**src/core/flush_media_regs.vh**
```
// register indices, bit positions, codes and reset values of the command block
`ifndef FLUSH_MEDIA_REGS_VH
`define FLUSH_MEDIA_REGS_VH

// register indices on the plain port
`define IDX_ERROR    4'h1
`define IDX_COUNT    4'h2
`define IDX_LOW      4'h3
`define IDX_MID      4'h4
`define IDX_HIGH     4'h5
`define IDX_DEVICE   4'h6
`define IDX_STATUS   4'h7
`define IDX_CONTROL  4'h8
`define IDX_CONFIG   4'h9

// command codes
`define CMD_FLUSH     8'he7
`define CMD_FLUSH_EXT 8'hea
`define CMD_MEDIA     8'hda

// status bits
`define ST_BUSY  7
`define ST_READY 6
`define ST_FAULT 5
`define ST_DRQ   3
`define ST_SENSE 1
`define ST_ERR   0

// error bits
`define ER_WP    6
`define ER_MC    5
`define ER_MCR   3
`define ER_ABORT_FLAG  2
`define ER_NM    1

// device, control and config bits
`define DEV_SEL      4
`define CTL_HOB      7
`define CFG_POSITION 0
`define CFG_NOTIFY   1
`define CFG_MEDIA_OK 2
`define CFG_ABORT28  3

// address limit of the short flush, capability, reset values
`define LBA28_MAX  48'h00000fffffff
`define CAP_48BIT  1'b1
`define RST_STATUS 8'h40
`define RST_CONFIG 8'h0c
`define RST_ZERO   8'h00

`endif

```
**src/core/flush_media_cmds.v**
```verilog
// device-side cache flush and media status command interpreter
`timescale 1ns/1ns
`default_nettype none
`include "flush_media_regs.vh"

module flush_media_cmds (
  input  wire        clock_i,
  input  wire        reset_i,
  input  wire [3:0]  addr_i,
  input  wire [7:0]  wdata_i,
  input  wire        wr_i,
  input  wire        rd_i,
  output wire [7:0]  rdata_o,
  input  wire        media_present_i,
  input  wire        eject_press_i,
  input  wire        write_protect_i,
  input  wire        flush_done_i,
  input  wire        flush_error_i,
  input  wire        flush_fault_i,
  input  wire        flush_sense_i,
  input  wire [47:0] flush_fail_lba_i,
  output wire        flush_req_o,
  output wire        flush_ext_o,
  output wire [47:0] flush_lba_o,
  output wire        busy_o
);

  localparam [1:0] ST_IDLE  = 2'h0;
  localparam [1:0] ST_FLUSH = 2'h1;
  localparam [1:0] ST_MEDIA = 2'h2;

  localparam [1:0] K_NONE  = 2'h0;
  localparam [1:0] K_SHORT = 2'h1;
  localparam [1:0] K_LONG  = 2'h2;
  localparam [1:0] K_MEDIA = 2'h3;

  reg [1:0]  state_ff;
  reg [7:0]  error_ff;
  reg [7:0]  feature_ff;
  reg [7:0]  count_ff;
  reg [7:0]  count_prev_ff;
  reg [23:0] lba_ff;
  reg [23:0] lba_prev_ff;
  reg [7:0]  device_ff;
  reg [7:0]  status_ff;
  reg [7:0]  control_ff;
  reg [7:0]  config_ff;
  reg [7:0]  rdata_ff;
  reg        req_ff;
  reg        ext_ff;
  reg [47:0] lba_out_ff;
  reg [47:0] resume28_ff;
  reg [47:0] resume48_ff;
  reg [2:0]  sync1_ff;
  reg [2:0]  sync2_ff;
  reg [2:0]  prev_ff;
  reg        mc_ff;
  reg        mcr_ff;

  // command code to internal kind
  function [1:0] kind_of;
    input [7:0] code;
    begin
      if (code == `CMD_FLUSH)
        kind_of = K_SHORT;
      else if (code == `CMD_FLUSH_EXT)
        kind_of = K_LONG;
      else if (code == `CMD_MEDIA)
        kind_of = K_MEDIA;
      else
        kind_of = K_NONE;
    end
  endfunction

  // synchronised pins: 0 present, 1 eject, 2 protect
  wire       present_s = sync2_ff[0];
  wire       protect_s = sync2_ff[2];
  wire       insert_ev = sync2_ff[0] & ~prev_ff[0];
  wire       eject_ev  = sync2_ff[1] & ~prev_ff[1];

  // command acceptance
  wire [1:0] kind = kind_of(wdata_i);
  wire       ours = device_ff[`DEV_SEL] == config_ff[`CFG_POSITION];
  wire       idle = ~status_ff[`ST_BUSY];
  wire       cmd_wr = wr_i && (addr_i == `IDX_STATUS) && idle
                      && status_ff[`ST_READY] && ours;
  wire       blk_wr = wr_i && idle;

  // media query result
  wire [7:0] media_flags = {1'b0, present_s & protect_s, mc_ff, 1'b0,
                            mcr_ff, 1'b0, ~present_s, 1'b0};

  // failure address forms and error code of a failed flush, short or long
  wire       fail_big = `CAP_48BIT && (flush_fail_lba_i > `LBA28_MAX);
  wire [47:0] fail_next = flush_fail_lba_i + 48'h000000000001;
  wire [7:0] err_flush = (ext_ff | config_ff[`CFG_ABORT28])
                         ? 8'h04 : 8'h00;

  // pin synchronisers and edge history
  always @(posedge clock_i) begin
    if (reset_i) begin
      sync1_ff <= 3'h0;
      sync2_ff <= 3'h0;
      prev_ff  <= 3'h0;
    end else begin
      sync1_ff <= {write_protect_i, eject_press_i, media_present_i};
      sync2_ff <= sync1_ff;
      prev_ff  <= sync2_ff;
    end
  end

  // media event latches; a new event beats the clear
  always @(posedge clock_i) begin
    if (reset_i) begin
      mc_ff  <= 1'b0;
      mcr_ff <= 1'b0;
    end else begin
      if (insert_ev)
        mc_ff <= 1'b1;
      else if (state_ff == ST_MEDIA)
        mc_ff <= 1'b0;
      if (eject_ev)
        mcr_ff <= 1'b1;
      else if (state_ff == ST_MEDIA && config_ff[`CFG_NOTIFY])
        mcr_ff <= 1'b0;
    end
  end

  // command block, state machine and back-end handshake
  always @(posedge clock_i) begin
    if (reset_i) begin
      state_ff      <= ST_IDLE;
      error_ff      <= `RST_ZERO;
      feature_ff    <= `RST_ZERO;
      count_ff      <= `RST_ZERO;
      count_prev_ff <= `RST_ZERO;
      lba_ff        <= 24'h000000;
      lba_prev_ff   <= 24'h000000;
      device_ff     <= `RST_ZERO;
      status_ff     <= `RST_STATUS;
      control_ff    <= `RST_ZERO;
      config_ff     <= `RST_CONFIG;
      req_ff        <= 1'b0;
      ext_ff        <= 1'b0;
      lba_out_ff    <= 48'h000000000000;
      resume28_ff   <= 48'h000000000000;
      resume48_ff   <= 48'h000000000000;
    end else begin
      // host writes; command block held while busy
      if (wr_i && addr_i == `IDX_CONTROL) begin
        control_ff <= wdata_i;
      end else if (wr_i && addr_i == `IDX_CONFIG) begin
        config_ff <= wdata_i;
      end else if (blk_wr && addr_i == `IDX_ERROR) begin
        feature_ff <= wdata_i;
      end else if (blk_wr && addr_i == `IDX_COUNT) begin
        count_ff      <= wdata_i;
        count_prev_ff <= count_ff;
      end else if (blk_wr && addr_i == `IDX_LOW) begin
        lba_ff[7:0]      <= wdata_i;
        lba_prev_ff[7:0] <= lba_ff[7:0];
      end else if (blk_wr && addr_i == `IDX_MID) begin
        lba_ff[15:8]      <= wdata_i;
        lba_prev_ff[15:8] <= lba_ff[15:8];
      end else if (blk_wr && addr_i == `IDX_HIGH) begin
        lba_ff[23:16]      <= wdata_i;
        lba_prev_ff[23:16] <= lba_ff[23:16];
      end else if (blk_wr && addr_i == `IDX_DEVICE) begin
        device_ff <= wdata_i;
      end

      case (state_ff)
        ST_IDLE: begin
          if (cmd_wr) begin
            status_ff <= 8'h80;
            error_ff  <= `RST_ZERO;
            case (kind)
              K_SHORT: begin
                state_ff   <= ST_FLUSH;
                req_ff     <= 1'b1;
                ext_ff     <= 1'b0;
                lba_out_ff <= resume28_ff;
              end
              K_LONG: begin
                state_ff   <= ST_FLUSH;
                req_ff     <= 1'b1;
                ext_ff     <= 1'b1;
                lba_out_ff <= resume48_ff;
              end
              default: begin
                state_ff <= ST_MEDIA;
              end
            endcase
            if (kind == K_NONE)
              error_ff <= 8'h04;
          end
        end
        ST_FLUSH: begin
          // busy stays set until the back end ends the flush
          if (flush_error_i) begin
            req_ff   <= 1'b0;
            state_ff <= ST_IDLE;
            error_ff <= err_flush;
            if (ext_ff) begin
              lba_ff      <= flush_fail_lba_i[23:0];
              lba_prev_ff <= flush_fail_lba_i[47:24];
              resume48_ff <= fail_next;
            end else begin
              resume28_ff <= fail_next;
              if (fail_big) begin
                lba_ff         <= 24'hffffff;
                device_ff[3:0] <= 4'hf;
              end else begin
                lba_ff         <= flush_fail_lba_i[23:0];
                device_ff[3:0] <= flush_fail_lba_i[27:24];
              end
            end
            // results land on the same edge that drops busy
            status_ff <= {1'b0, 1'b1, flush_fault_i, 1'b0, 1'b0, 1'b0,
                          ext_ff & flush_sense_i,
                          (|err_flush) & ~(ext_ff & flush_sense_i)};
          end else if (flush_done_i) begin
            req_ff    <= 1'b0;
            state_ff  <= ST_IDLE;
            status_ff <= 8'h40;
            if (ext_ff)
              resume48_ff <= 48'h000000000000;
            else
              resume28_ff <= 48'h000000000000;
          end
        end
        ST_MEDIA: begin
          state_ff <= ST_IDLE;
          if (error_ff[`ER_ABORT_FLAG]) begin
            status_ff <= 8'h41;
          end else if (!config_ff[`CFG_MEDIA_OK]) begin
            error_ff  <= 8'h04;
            status_ff <= 8'h41;
          end else if (!config_ff[`CFG_NOTIFY]) begin
            error_ff  <= 8'h00;
            status_ff <= 8'h40;
          end else begin
            error_ff  <= media_flags;
            status_ff <= {7'h20, |media_flags};
          end
        end
        default: begin
          state_ff <= ST_IDLE;
        end
      endcase
    end
  end

  // registered read data, valid only in the cycle after the strobe
  always @(posedge clock_i) begin
    if (reset_i) begin
      rdata_ff <= 8'h00;
    end else if (!rd_i) begin
      rdata_ff <= 8'h00;
    end else if (addr_i == `IDX_ERROR) begin
      rdata_ff <= error_ff;
    end else if (addr_i == `IDX_COUNT) begin
      rdata_ff <= control_ff[`CTL_HOB] ? count_prev_ff : count_ff;
    end else if (addr_i == `IDX_LOW) begin
      rdata_ff <= control_ff[`CTL_HOB] ? lba_prev_ff[7:0]
                                        : lba_ff[7:0];
    end else if (addr_i == `IDX_MID) begin
      rdata_ff <= control_ff[`CTL_HOB] ? lba_prev_ff[15:8]
                                        : lba_ff[15:8];
    end else if (addr_i == `IDX_HIGH) begin
      rdata_ff <= control_ff[`CTL_HOB] ? lba_prev_ff[23:16]
                                        : lba_ff[23:16];
    end else if (addr_i == `IDX_DEVICE) begin
      rdata_ff <= device_ff;
    end else if (addr_i == `IDX_STATUS) begin
      rdata_ff <= status_ff;
    end else if (addr_i == `IDX_CONTROL) begin
      rdata_ff <= control_ff;
    end else if (addr_i == `IDX_CONFIG) begin
      rdata_ff <= config_ff;
    end else begin
      rdata_ff <= 8'h00;
    end
  end

  // outputs straight from flops
  assign rdata_o     = rdata_ff;
  assign flush_req_o = req_ff;
  assign flush_ext_o = ext_ff;
  assign flush_lba_o = lba_out_ff;
  assign busy_o      = status_ff[`ST_BUSY];

endmodule // flush_media_cmds
`default_nettype wire

```
**config.mk**
```make
export PLATFORM = sky130hd
export DESIGN_NAME = flush_media_cmds
export DESIGN_NICKNAME = d
export VERILOG_FILES = /design/src/core/flush_media_cmds.v
export VERILOG_INCLUDE_DIRS = /design/src /design/src/core
export SDC_FILE = /design/constraint.sdc
export NUM_CORES = 1
export LEC_CHECK = 0
export ABC_AREA = 0
export BUFFER_PORTS_ARGS = -buffer_cell sky130_fd_sc_hd__buf_2
export CAP_MARGIN = 30
export CORE_ASPECT_RATIO = 0.8
export CORE_UTILIZATION = 50
export DETAILED_ROUTE_END_ITERATION = 10
export PLACE_DENSITY = 0.72
export SYNTH_ARGS = -nofsm -noshare
export SYNTH_HDL_FRONTEND = slang
export SYNTH_SLANG_ARGS = --single-unit
```
**constraint.sdc**
```tcl
create_clock -name clock_i -period 2.7 [get_ports clock_i]
set_clock_uncertainty 0.15 [all_clocks]
set_input_delay 0.27 -clock clock_i [delete_from_list [all_inputs] [get_ports clock_i]]
set_output_delay 0.27 -clock clock_i [all_outputs]
set_load 0.01 [all_outputs]
```
# == After elaboration in Yosys (flattened, before gate mapping) ==
# Index checks and enable logic that the tools add are counted.
# word_totals
ff_bits,270
latchBits,0
ramBits,0
romBits,0
in_bits,71
out_inout_bits,59
wordCells,196
mem_count,0
# op_classes
addsub,1
multipliers,0
n_div,0
n_lt_le_gt_ge,1
eq_ne,22
shifts,0
n_mux,92
bitwise_logic,20
reduce_logical,37
# op_table
operator,count
48-bit 2-to-1 mux,8
24-bit 2-to-1 mux,15
8-bit 2-to-1 mux,27
48-bit one-hot mux with 2 select lines,1
48-bit by 1-bit adder with 48-bit output (second input constant),1
48-bit by 28-bit greater-than comparator with 1-bit output (second input constant),1
4-bit 2-to-1 mux,12
8-bit one-hot mux with 3 select lines,2
16-bit 2-to-1 mux,2
8-bit equality test (second input constant),3
4-bit by 3-bit equality test with 1-bit output (second input constant),4
3-bit AND reduction,5
1-bit logical AND,14
2-bit 2-to-1 mux,7
7-bit 2-to-1 mux,2
1-bit NOT,14
4-bit AND reduction,3
1-bit 2-to-1 mux,11
2-bit nonzero test,5
4-bit by 2-bit equality test with 1-bit output (second input constant),2
4-bit equality test (second input constant),2
2-bit != test (second input constant),4
8-bit AND reduction,1
8-bit OR reduction,1
15 further kinds,26

# == Longest topological paths before layout ==
# Gate-level depths: netlist (run 1).
# depth
depth_word,14
ltp_mapped,10
ltp_nobuf,8

# == Worst setup path before layout (run 1) ==
# No wires, ideal clock.
# synth_timing
kind,input port to flip-flop
from,input port wdata_i[0]
to,"register lba_out_ff[39], in the netlist flush_lba_o[39]"
setup_time_ns,0.134
arrival_ns,2.276
t_required_ns,2.416
slack_ns,0.140
path_stages,10
path_cell_list,clkbuf_1 nor2_1 and4b_1 o21ai_0 ha_1 clkbuf_1 buf_2 clkbuf_1 mux2i_1 a211oi_1
# synth_via
elab_chain_cells,7
word_cells_on_any_way,11
cone_classes,eq/ne: 5; mux: 4; reduce/logical: 2
# synth_lines
item,line,rtl
"start, declared",flush_media_cmds.v:10,"input wire [7:0] wdata_i,"
8-bit equality test (no source line),-,
2-bit 2-to-1 mux,flush_media_cmds.v:68,else if (code == `CMD_MEDIA)
2-bit 2-to-1 mux,flush_media_cmds.v:66,else if (code == `CMD_FLUSH_EXT)
2-bit 2-to-1 mux *,flush_media_cmds.v:64,if (code == `CMD_FLUSH)
2-bit equality test or 2-bit by 1-bit equality test with 1-bit output (tied branches),flush_media_cmds.v:177,case (kind)
2-bit nonzero test (no source line),-,
3-bit AND reduction (no source line),-,
"end signal, assigned",flush_media_cmds.v:182,lba_out_ff <= resume28_ff;
"end signal, assigned",flush_media_cmds.v:188,lba_out_ff <= resume48_ff;
"end, declared",flush_media_cmds.v:51,reg [47:0] lba_out_ff;
# Every way passes the cells marked *; elsewhere a longest branch is shown, timed or not.
# A chain may end at the register's enable or synchronous reset.

# == Worst setup path after layout (run 1) ==
# layout_timing
from,input port wdata_i[6]
to,"register lba_out_ff[45], in the netlist flush_lba_o[45]"
# Same word-level chain as after synthesis.

==> results of run 1 <==
-- final cells by class --
class | instances | area, µm²
clock buffer | 41 | 767
clock inverter | 5 | 38.8
fill | 2052 | 9450
inverter | 26 | 97.6
multi-input combinational | 999 | 6580
sequential | 264 | 5290
tap | 318 | 398
timing repair buffer | 240 | 1700
-- repair_timing --
action | 4_1_cts | 5_1_grt
endpoints found under the setup margin | 0 | 7
endpoints found under the hold margin | 111 | 0
hold buffers | 55 | 0
setup buffers | 0 | 4
-- synthesized netlist by cell type, types with 13 or more instances --
library cell,instances,share of area
o21ai_0,59,0.024
mux2i_1,159,0.13
a21oi_1,41,0.017
buf_2,21,0.0085
o21ai_1,30,0.012
a22oi_1,14,0.0085
clkbuf_1,81,0.025
nand3_1,41,0.017
nor4_1,14,0.0071
dfxtp_1,264,0.43
nor3_1,14,0.0057
a221oi_1,32,0.023
xnor2_1,24,0.017
nand2_1,129,0.039
xor2_1,16,0.011
a211oi_1,67,0.041
nor2_1,177,0.054
nand4_1,13,0.0066
nor2b_1,20,0.010
inv_1,25,0.0076
-- through the flow --
stage	std cells	hold WS [ps]	area (µm²)	utilization
after floorplan	1395	248	12400	-
after global placement	1788	276	13500	0.554
after detailed placement	1788	280	13500	0.554
after CTS	1889	15.9	14800	0.610
after global routing	1893	12.9	14900	0.611
final	1893	27.1	14900	0.611
-- power by group through the flow --
stage / logic, W / clock network, W / registers [W]
final: 0.000566 / 0.00347 / 0.00394
after global routing: 0.000604 / 0.00368 / 0.00394
after CTS: 0.000555 / 0.00352 / 0.00394
after detailed placement: 0.000489 / 0 / 0.00402
after global placement: 0.000484 / 0 / 0.00402
after floorplan: 0.000270 / 0 / 0.00402
-- layer usage --
metal | vias up | track usage
li1 | 5337 | -
met1 | 5336 | 0.411
met2 | 403 | 0.438
met3 | 70 | 0.0413
met4 | 0 | 0.0715
met5 | - | 0
-- how the worst min path moves through the flow --
stage                           start                         end  slack (ps)  cells after the start
3_3_place_gp   sync1_ff[0]$_SDFF_PP0_      sync2_ff[0]$_SDFF_PP0_         280                      1
3_5_place_dp   sync1_ff[0]$_SDFF_PP0_      sync2_ff[0]$_SDFF_PP0_         280                      1
5_1_grt          flush_fail_lba_i[42]  lba_prev_ff[18]$_SDFF_PP0_          10                      3
6_report         flush_fail_lba_i[42]  lba_prev_ff[18]$_SDFF_PP0_          30                      3
4_1_cts          flush_fail_lba_i[22]       lba_ff[22]$_SDFF_PP0_          20                      3
2_1_floorplan         media_present_i      sync1_ff[0]$_SDFF_PP0_         250                      1
-- logic make-up after synthesis --
kind of cell    count (synthesis)  synth area share
compound gates                289             0.154
buf+inv                       132            0.0431
fa+ha+maj                       7           0.00708
simple gates                  491             0.199
xor+xnor                       40            0.0283
flops                         264             0.427
mux                           172             0.141
-- critical path, delay by kind of cell --
family	cells	cell delay [ps]
AOI/OAI and AO/OA	1	120
muxes	1	320
and+or+nand+nor	2	480
adders and majority gates	1	440
buffers and inverters	4	1080
-- sequential cells by signal (all words and copies together), names as in the netlist, 2 cells and up --
name           count
config_ff          8
control_ff         8
count_ff           8
count_prev_ff      8
device_ff          8
error_ff           5
flush_lba_o       48
lba_ff            24
lba_prev_ff       24
prev_ff            2
rdata_o            8
resume28_ff       48
resume48_ff       48
state_ff           2
status_ff          5
sync1_ff           3
sync2_ff           3
==> flow_summary.yaml, run 1 <==
run_status:
  outcome: "finished, final reports clean"
logic_synthesis:
  avgSynthCellArea_um2: 8.87
  yosysWarnings: 0
  synth-edff-count: 0
  synth_flop_cell: "dfxtp_1"
  ys_types: 64
  seq_area_frac_synth: 0.427
  ys_async_sr_fraction: 0
  synth-seq-cells: 264
  syn-cell-area_um2: 12400
  syn_inst: 1395
  synth_nets: 1473
clocking:
  htreeDepth: 1
  cts.clk_slew.worst_paths_ps: 70
  cts_root_buf: "clkbuf_16"
  cts_max_path_buffers: 3
  cts_resized: 0
  cts_tree: "yes"
  cts.sinks: 264
  cts_made_buffers: 26
  clkLatencyLatePin_ps: 540
global_routing:
  antenna_found_initial: 0
  grt_max_degree: 93
  grt_pass1_vias: 10387
  grt.overflow.total: 0
  grt_first_pass_wirelength_mm: 56.4
  grt_use_total: 0.283
route:
  via_count: 11146
  wl_met1_mm: 17.0
  firstDrtPassIters: 6
  drt_iter0_drc: 1133
  route.met3.wl_mm: 2.57
  drcViolationCount: 0
  wl_per_cell_um: 19.2
  wirelength_mm: 36.3
  wl_met2_mm: 16.0
  viasPerCell: 5.89
  drt.antenna.violating_nets: 0
  top_layer_used: "met4"
timing:
  setup_violations: 0
  fin_crit_sh: 0.922
  tns_ps: 0
  tightest_slew_ps: 696
  fin_crit_ps: 2490
  timing.final.ws_setup_ps: 210
  slew_headroom: 0.536
  clock.fmax_mhz: 402
  finalHoldViolations: 0
  slew_viol_final: 0
  rsz0062_at_grt: "no"
placed_design:
  dp_hpwl_mm: 25.1
  io_buffers: 129
  place_congestion: 0.920
  dp_slack_ps: 233
worst_setup_path:
  worstPathCellList: "dlygate4sd3_1, buf_2, and3_1, nand4_1, inv_1, ha_2, buf_12, mux2i_1, a211oi_1"
  crit_start: "wdata_i[6]"
  crit_required_ps: 2950
  cp_slowest_cell: "dlygate4sd3_1"
  r2r_setup_slack_ps: 340
  critPathCapture: "flush_lba_o[45]$_SDFFE_PP0P_"
  crit_type: "in2reg"
  crit_arrival_ps: 2740
  slowest_delay_ps: 520
  critPathCaptureType: "flop"
  critPathMaxFanout: 20
  critical_path.startpoint_type: "input port"
  r2r_cells: 6
  worstReg2RegEnd: "lba_ff[12]$_SDFF_PP0_"
  r2r_start: "status_ff[7]$_SDFFE_PP0P_"
hold_path:
  hold_class: "in2reg"
pwr:
  switching_share: 0.238
  power_frac_comb: 0.071
  p_leak_nw: 5.80
  p_seq_frac: 0.494
  p_int_w: 0.00608
  p_clk_frac: 0.435
  p_sw_w: 0.00190
  ir_worst_vdd_mv: 0.428
  cellPowerDensity_nw_per_um2: 536
  finalPower_w: 0.00797
cells_and_area:
  drive_above_1_share: 0.169
  syn_to_final_growth_pct: 20.2
  fin_nets: 1635
  mostFrequentLayoutCell: "dfxtp_1"
  final_cell_mix: "263 x dfxtp_1, 175 x nor2_1, 159 x mux2i_1"
  diodes: 0
job:
  maxCapViolations: 0
floorplanning:
  dieArea_um2: 25400
  start_util: 0.509
  io_pins: 130
  die_y_um: 143
  core_region_area_um2: 24300
  die_w_um: 178
  std_cell_rows: 51
Power figures use the tool's default switching activity.
==> run 2: changes to the inputs <==
PLACE_DENSITY = 0.69   (was 0.72)
clock period = 2.9 ns   (was 2.7 ns; I/O delays follow)
==> run 2 against run 1 <==
  * The run now ends with negative hold slack left
  * Register-to-register slack better by 210 ps
  * Cell count down 1.3%
  * Sequential share of layout area up 0.59 points
  * Largest cell class unchanged
  * Worst hold slack worse by 28 ps
  * Sequential power down 7.1%
  * Wire length down 1.8%
  * Largest power group unchanged
  * Non-clock buffer count down 27
==> flow_summary.yaml, run 2 (synthesized netlist as in run 1, its figures left out) <==
run_status:
  outcome: "finished with violations"
  violations: "negative hold slack"
pwr:
  p_leak_nw: 5.68
  p_clk_frac: 0.438
  p_int_w: 0.00565
  power_frac_comb: 0.068
  switching_share: 0.240
  ir_worst_vdd_mv: 0.440
  p_seq_frac: 0.494
  p_sw_w: 0.00178
  cellPowerDensity_nw_per_um2: 508
timing:
  clock.fmax_mhz: 389
  fin_crit_ps: 2570
  tightest_slew_ps: 682
  fin_crit_sh: 0.887
  finalHoldViolations: 1
  setup_violations: 0
  tns_ps: 0
  rsz0062_at_grt: "no"
  slew_viol_final: 0
  slew_headroom: 0.541
  whs_ps: -1.04
worst_setup_path:
  critPathCaptureType: "flop"
  critPathMaxFanout: 35
  crit_arrival_ps: 2860
  crit_type: "in2reg"
  crit_required_ps: 3190
  critical_path.startpoint_type: "input port"
placed_design:
  place_congestion: 0.932
  place_area_um2: 13400
  io_buffers: 129
  dp_hpwl_mm: 25.0
clocking:
  cts_resized: 0
  cts.clk_slew.worst_paths_ps: 60
  cts_made_buffers: 27
  cts_root_buf: "clkbuf_16"
  cts.sinks: 264
  cts_max_path_buffers: 3
  post_cts_buffers: 0
  clkLatencyLatePin_ps: 550
  htreeDepth: 1
  cts_hold_buf: 38
  cts_tree: "yes"
floorplanning:
  start_util: 0.509
  core_region_area_um2: 24300
  dieArea_um2: 25400
  die_y_um: 143
  die_w_um: 178
  std_cell_rows: 51
  io_pins: 130
cells_and_area:
  mostFrequentLayoutCell: "dfxtp_1"
  syn_to_final_growth_pct: 18.2
  drive_above_1_share: 0.166
  fin_area_um2: 14600
  fin_nets: 1609
  final_cell_mix: "263 x dfxtp_1, 175 x nor2_1, 159 x mux2i_1"
route:
  via_count: 10918
  drt.antenna.violating_nets: 0
  wl_per_cell_um: 19.1
  drcViolationCount: 0
  wirelength_mm: 35.7
  viasPerCell: 5.84
  firstDrtPassIters: 7
  drt_iter0_drc: 1219
global_routing:
  grt.overflow.total: 0
  grt_use_total: 0.279
  grt_first_pass_wirelength_mm: 55.8
  antenna_found_initial: 1
  grt_pass1_vias: 9996
  grt_max_degree: 116
hold_path:
  hold_class: "in2reg"
job:
  maxCapViolations: 0
[run 2: cell types whose count changed in the layout (fill, tap and decap cells not counted), sizes merged]
cell / delta
diode: +1
clkinv: +1
buf: -10
dlygate4sd3: -17
clkbuf: -1
inv: +1
[run 2: metrics by stage]
stage | hold slack (ps) | std cells | power [W] | setup WS [ps] | utilization
4_1_cts | 1.48 | 1867 | 0.00746 | 337 | 0.601
6_report | -1.04 | 1868 | 0.00742 | 328 | 0.601
3_3_place_gp | 269 | 1782 | 0.00419 | 413 | 0.553
5_1_grt | 9.29 | 1867 | 0.00767 | 50.9 | 0.601
3_5_place_dp | 279 | 1782 | 0.00420 | 345 | 0.553
2_1_floorplan | 264 | 1395 | 0.00399 | 320 | -
[run 2: critical path: stages]
cell,delay [ps]
dlygate4sd3_1,520
buf_2,200
nand2_1,70
nor4b_1,270
o21ai_0,180
ha_1,350
and3_4,400
buf_12,230
nor2_1,70
a211oi_1,220
[run 2: power by group through the flow]
stage               logic [W]  registers (W)  clock network, W
finish               0.000507        0.00366           0.00325
global route         0.000540        0.00366           0.00347
CTS                  0.000496        0.00366           0.00330
detailed placement   0.000455        0.00374                 0
global placement     0.000450        0.00374                 0
floorplan            0.000251        0.00374                 0
[run 2: final cells by class]
class,count,area [µm²]
Fill cell,2120,9690
Sequential cell,264,5290
Antenna cell,1,2.50
Clock buffer,40,764
Multi-Input combinational cell,999,6580
Clock inverter,7,41.3
Inverter,26,97.6
Tap cell,318,398
Timing Repair Buffer,213,1450
[run 2: worst paths after layout]
check                                         startpoint                            to  slack, ps  cells after the start
worst max register to register  state_ff[0]$_SDFFE_PP0P_  resume28_ff[37]$_SDFFE_PP0P_        550                      8
worst min register to register    sync1_ff[2]$_SDFF_PP0_        sync2_ff[2]$_SDFF_PP0_        290                      1
worst min-delay path                flush_fail_lba_i[26]     lba_prev_ff[2]$_SDFF_PP0_         -1                      3
worst max-delay path                          wdata_i[0]  flush_lba_o[45]$_SDFFE_PP0P_        330                     10
[run 2: metal layers]
layer | wire length, µm | GRT usage | up-vias | part of all wire
met5 | 0 | 0 | - | 0
met1 | 17200 | 0.410 | 5230 | 0.48
met3 | 2240 | 0.0461 | 52 | 0.063
met4 | 856 | 0.0801 | 0 | 0.024
met2 | 15400 | 0.416 | 359 | 0.43
li1 | - | - | 5277 | -
==> run 3: changes to the inputs <==
CELL_PAD_IN_SITES_DETAIL_PLACEMENT = 1   (was unset)
CELL_PAD_IN_SITES_GLOBAL_PLACEMENT = 1   (was unset)
CORE_UTILIZATION = 49   (was 50)
PLACE_DENSITY = unset   (was 0.69)
PLACE_DENSITY_LB_ADDON = 0.1   (was unset)
SKIP_CTS_REPAIR_TIMING = 1   (was unset)
==> run 3 against run 2 <==
  * The flow finishes with violations (design-rule violations, negative hold slack)
  * Clock power grew 12%
  * Power up 5.0%
  * First-iteration DRC count fell by 27%
  * Wire length is 15% higher
  * Combinational power fell by 2%
  * Setup slack lost 29 ps
  * Register-to-register slack worse by 70 ps
==> flow_summary.yaml, run 3 (synthesized netlist as in run 1, its figures left out) <==
run_status:
  outcome: "finished with violations"
  violations: "design-rule violations, negative hold slack"
route:
  wl_per_cell_um: 22.2
  drt.antenna.violating_nets: 0
  wl_met2_mm: 18.7
  top_layer_used: "met4"
  via_count: 11291
  route.met3.wl_mm: 2.32
  drt_iter0_drc: 889
  wl_met1_mm: 19.1
  firstDrtPassIters: 8
  wirelength_mm: 41.1
  viasPerCell: 6.12
  drcViolationCount: 8
worst_setup_path:
  critPathMaxFanout: 38
  r2r_setup_slack_ps: 480
  crit_required_ps: 3200
  crit_start: "wdata_i[2]"
  cp_slowest_cell: "dlygate4sd3_1"
  slowest_delay_ps: 520
  crit_type: "in2reg"
  crit_arrival_ps: 2900
  worstPathCellList: "dlygate4sd3_1, buf_2, nand2_1, nor4b_1, o21ai_0, ha_1, and3_4, buf_12, nor2_1, a211oi_1"
  critical_path.top_delay_family: "buffers and inverters"
  crit_buf_inv: 3
  critPathCaptureType: "flop"
  r2r_start: "status_ff[7]$_SDFFE_PP0P_"
  critical_path.startpoint_type: "input port"
timing:
  clock.fmax_mhz: 385
  whs_ps: -42.4
  slew_headroom: 0.519
  tns_ps: 0
  fin_crit_ps: 2600
  slew_viol_final: 0
  fin_crit_sh: 0.897
  finalHoldViolations: 11
  setup_violations: 0
  tightest_slew_ps: 722
  timing.final.ws_setup_ps: 299
  rsz0062_at_grt: "no"
floorplanning:
  start_util: 0.504
  die_w_um: 180
  std_cell_rows: 51
  die_y_um: 144
  dieArea_um2: 25900
  io_pins: 130
  core_region_area_um2: 24600
global_routing:
  antenna_found_initial: 0
  grt_first_pass_wirelength_mm: 63.3
  grt.overflow.total: 0
  grt_pass1_vias: 11190
  grt_use_total: 0.311
  grt_max_degree: 82
job:
  maxCapViolations: 0
placed_design:
  place_area_um2: 13400
  place_congestion: 0.903
  io_buffers: 129
  dp_hpwl_mm: 28.6
  dp_slack_ps: 295
pwr:
  p_seq_frac: 0.470
  p_sw_w: 0.00186
  p_int_w: 0.00594
  p_leak_nw: 5.64
  cellPowerDensity_nw_per_um2: 538
  power_frac_comb: 0.064
  ir_worst_vdd_mv: 0.492
  switching_share: 0.238
  p_clk_frac: 0.466
clocking:
  clkLatencyLatePin_ps: 550
  cts.clk_slew.worst_paths_ps: 70
  cts_tree: "yes"
  cts.sinks: 264
  cts_max_path_buffers: 3
  cts_root_buf: "clkbuf_16"
  cts_made_buffers: 27
  htreeDepth: 1
cells_and_area:
  utilization: 0.590
  n_fill_cell: 2882
  drive_above_1_share: 0.173
  mostFrequentLayoutCell: "dfxtp_1"
  syn_to_final_growth_pct: 17.1
  fin_area_um2: 14500
  final_cell_mix: "263 x dfxtp_1, 175 x nor2_1, 159 x mux2i_1"
  multiInputGateArea_um2: 6580
  fin_nets: 1587
  diodes: 0
  seq_area_um2: 5290
hold_path:
  hold_class: "in2reg"
  worstHoldStart: "flush_fail_lba_i[1]"
==> run 3: changes by cell type in the layout (fill, tap and decap cells not counted), sizes merged <==
cell / previous run / this run
clkinv: 6 / 7
buf: 175 / 174
clkinvlp: 1 / 0
dlygate4sd3: 38 / 17
bufinv: 0 / 2
diode: 1 / 0
clkbuf: 40 / 39
==> run 3: path summary, 6_finish.rpt <==
kind,to,depth (start not counted)
setup / recovery,flush_lba_o[45]$_SDFFE_PP0P_,10
hold / removal,lba_ff[1]$_SDFF_PP0_,3
setup reg to reg,flush_lba_o[45]$_SDFFE_PP0P_,6
hold reg to reg,sync2_ff[1]$_SDFF_PP0_,1
==> run 3: routing by layer <==
| layer | GRT usage | vias to the layer above |
|---|---|---|
| li1 | - | 5242 |
| met4 | 0.0812 | 0 |
| met1 | 0.436 | 5644 |
| met2 | 0.506 | 334 |
| met3 | 0.0403 | 71 |
| met5 | 0 | - |
==> run 3: worst min-delay path, delay by kind of cell <==
family / cells / cell delay [ps]
AND/OR/NAND/NOR: 1 / 100
AO/OA/AOI/OAI: 1 / 80
buffers and inverters: 1 / 130
==> run 3: metrics by stage <==
| stage | total power, W | cells |
|---|---|---|
| after floorplan | 0.00399 | 1395 |
| after global placement | 0.00420 | 1781 |
| after detailed placement | 0.00421 | 1781 |
| after CTS | 0.00780 | 1829 |
| after global routing | 0.00800 | 1846 |
| final | 0.00780 | 1846 |
==> run 3: final cells by class <==
class                      instances  area share
timing repair buffer             191      0.0835
clock buffer                      39      0.0566
tap                              318      0.0275
inverter                          26     0.00673
clock inverter                     9     0.00682
multi-input combinational        999       0.454
sequential                       264       0.365
==> run 3: power groups by stage <==
stage	logic, W	clock network (W)	registers, W
after global routing	0.000527	0.00381	0.00367
final	0.000496	0.00363	0.00367
after global placement	0.000453	0	0.00375
after detailed placement	0.000461	0	0.00375
after floorplan	0.000251	0	0.00374
after CTS	0.000468	0.00367	0.00367
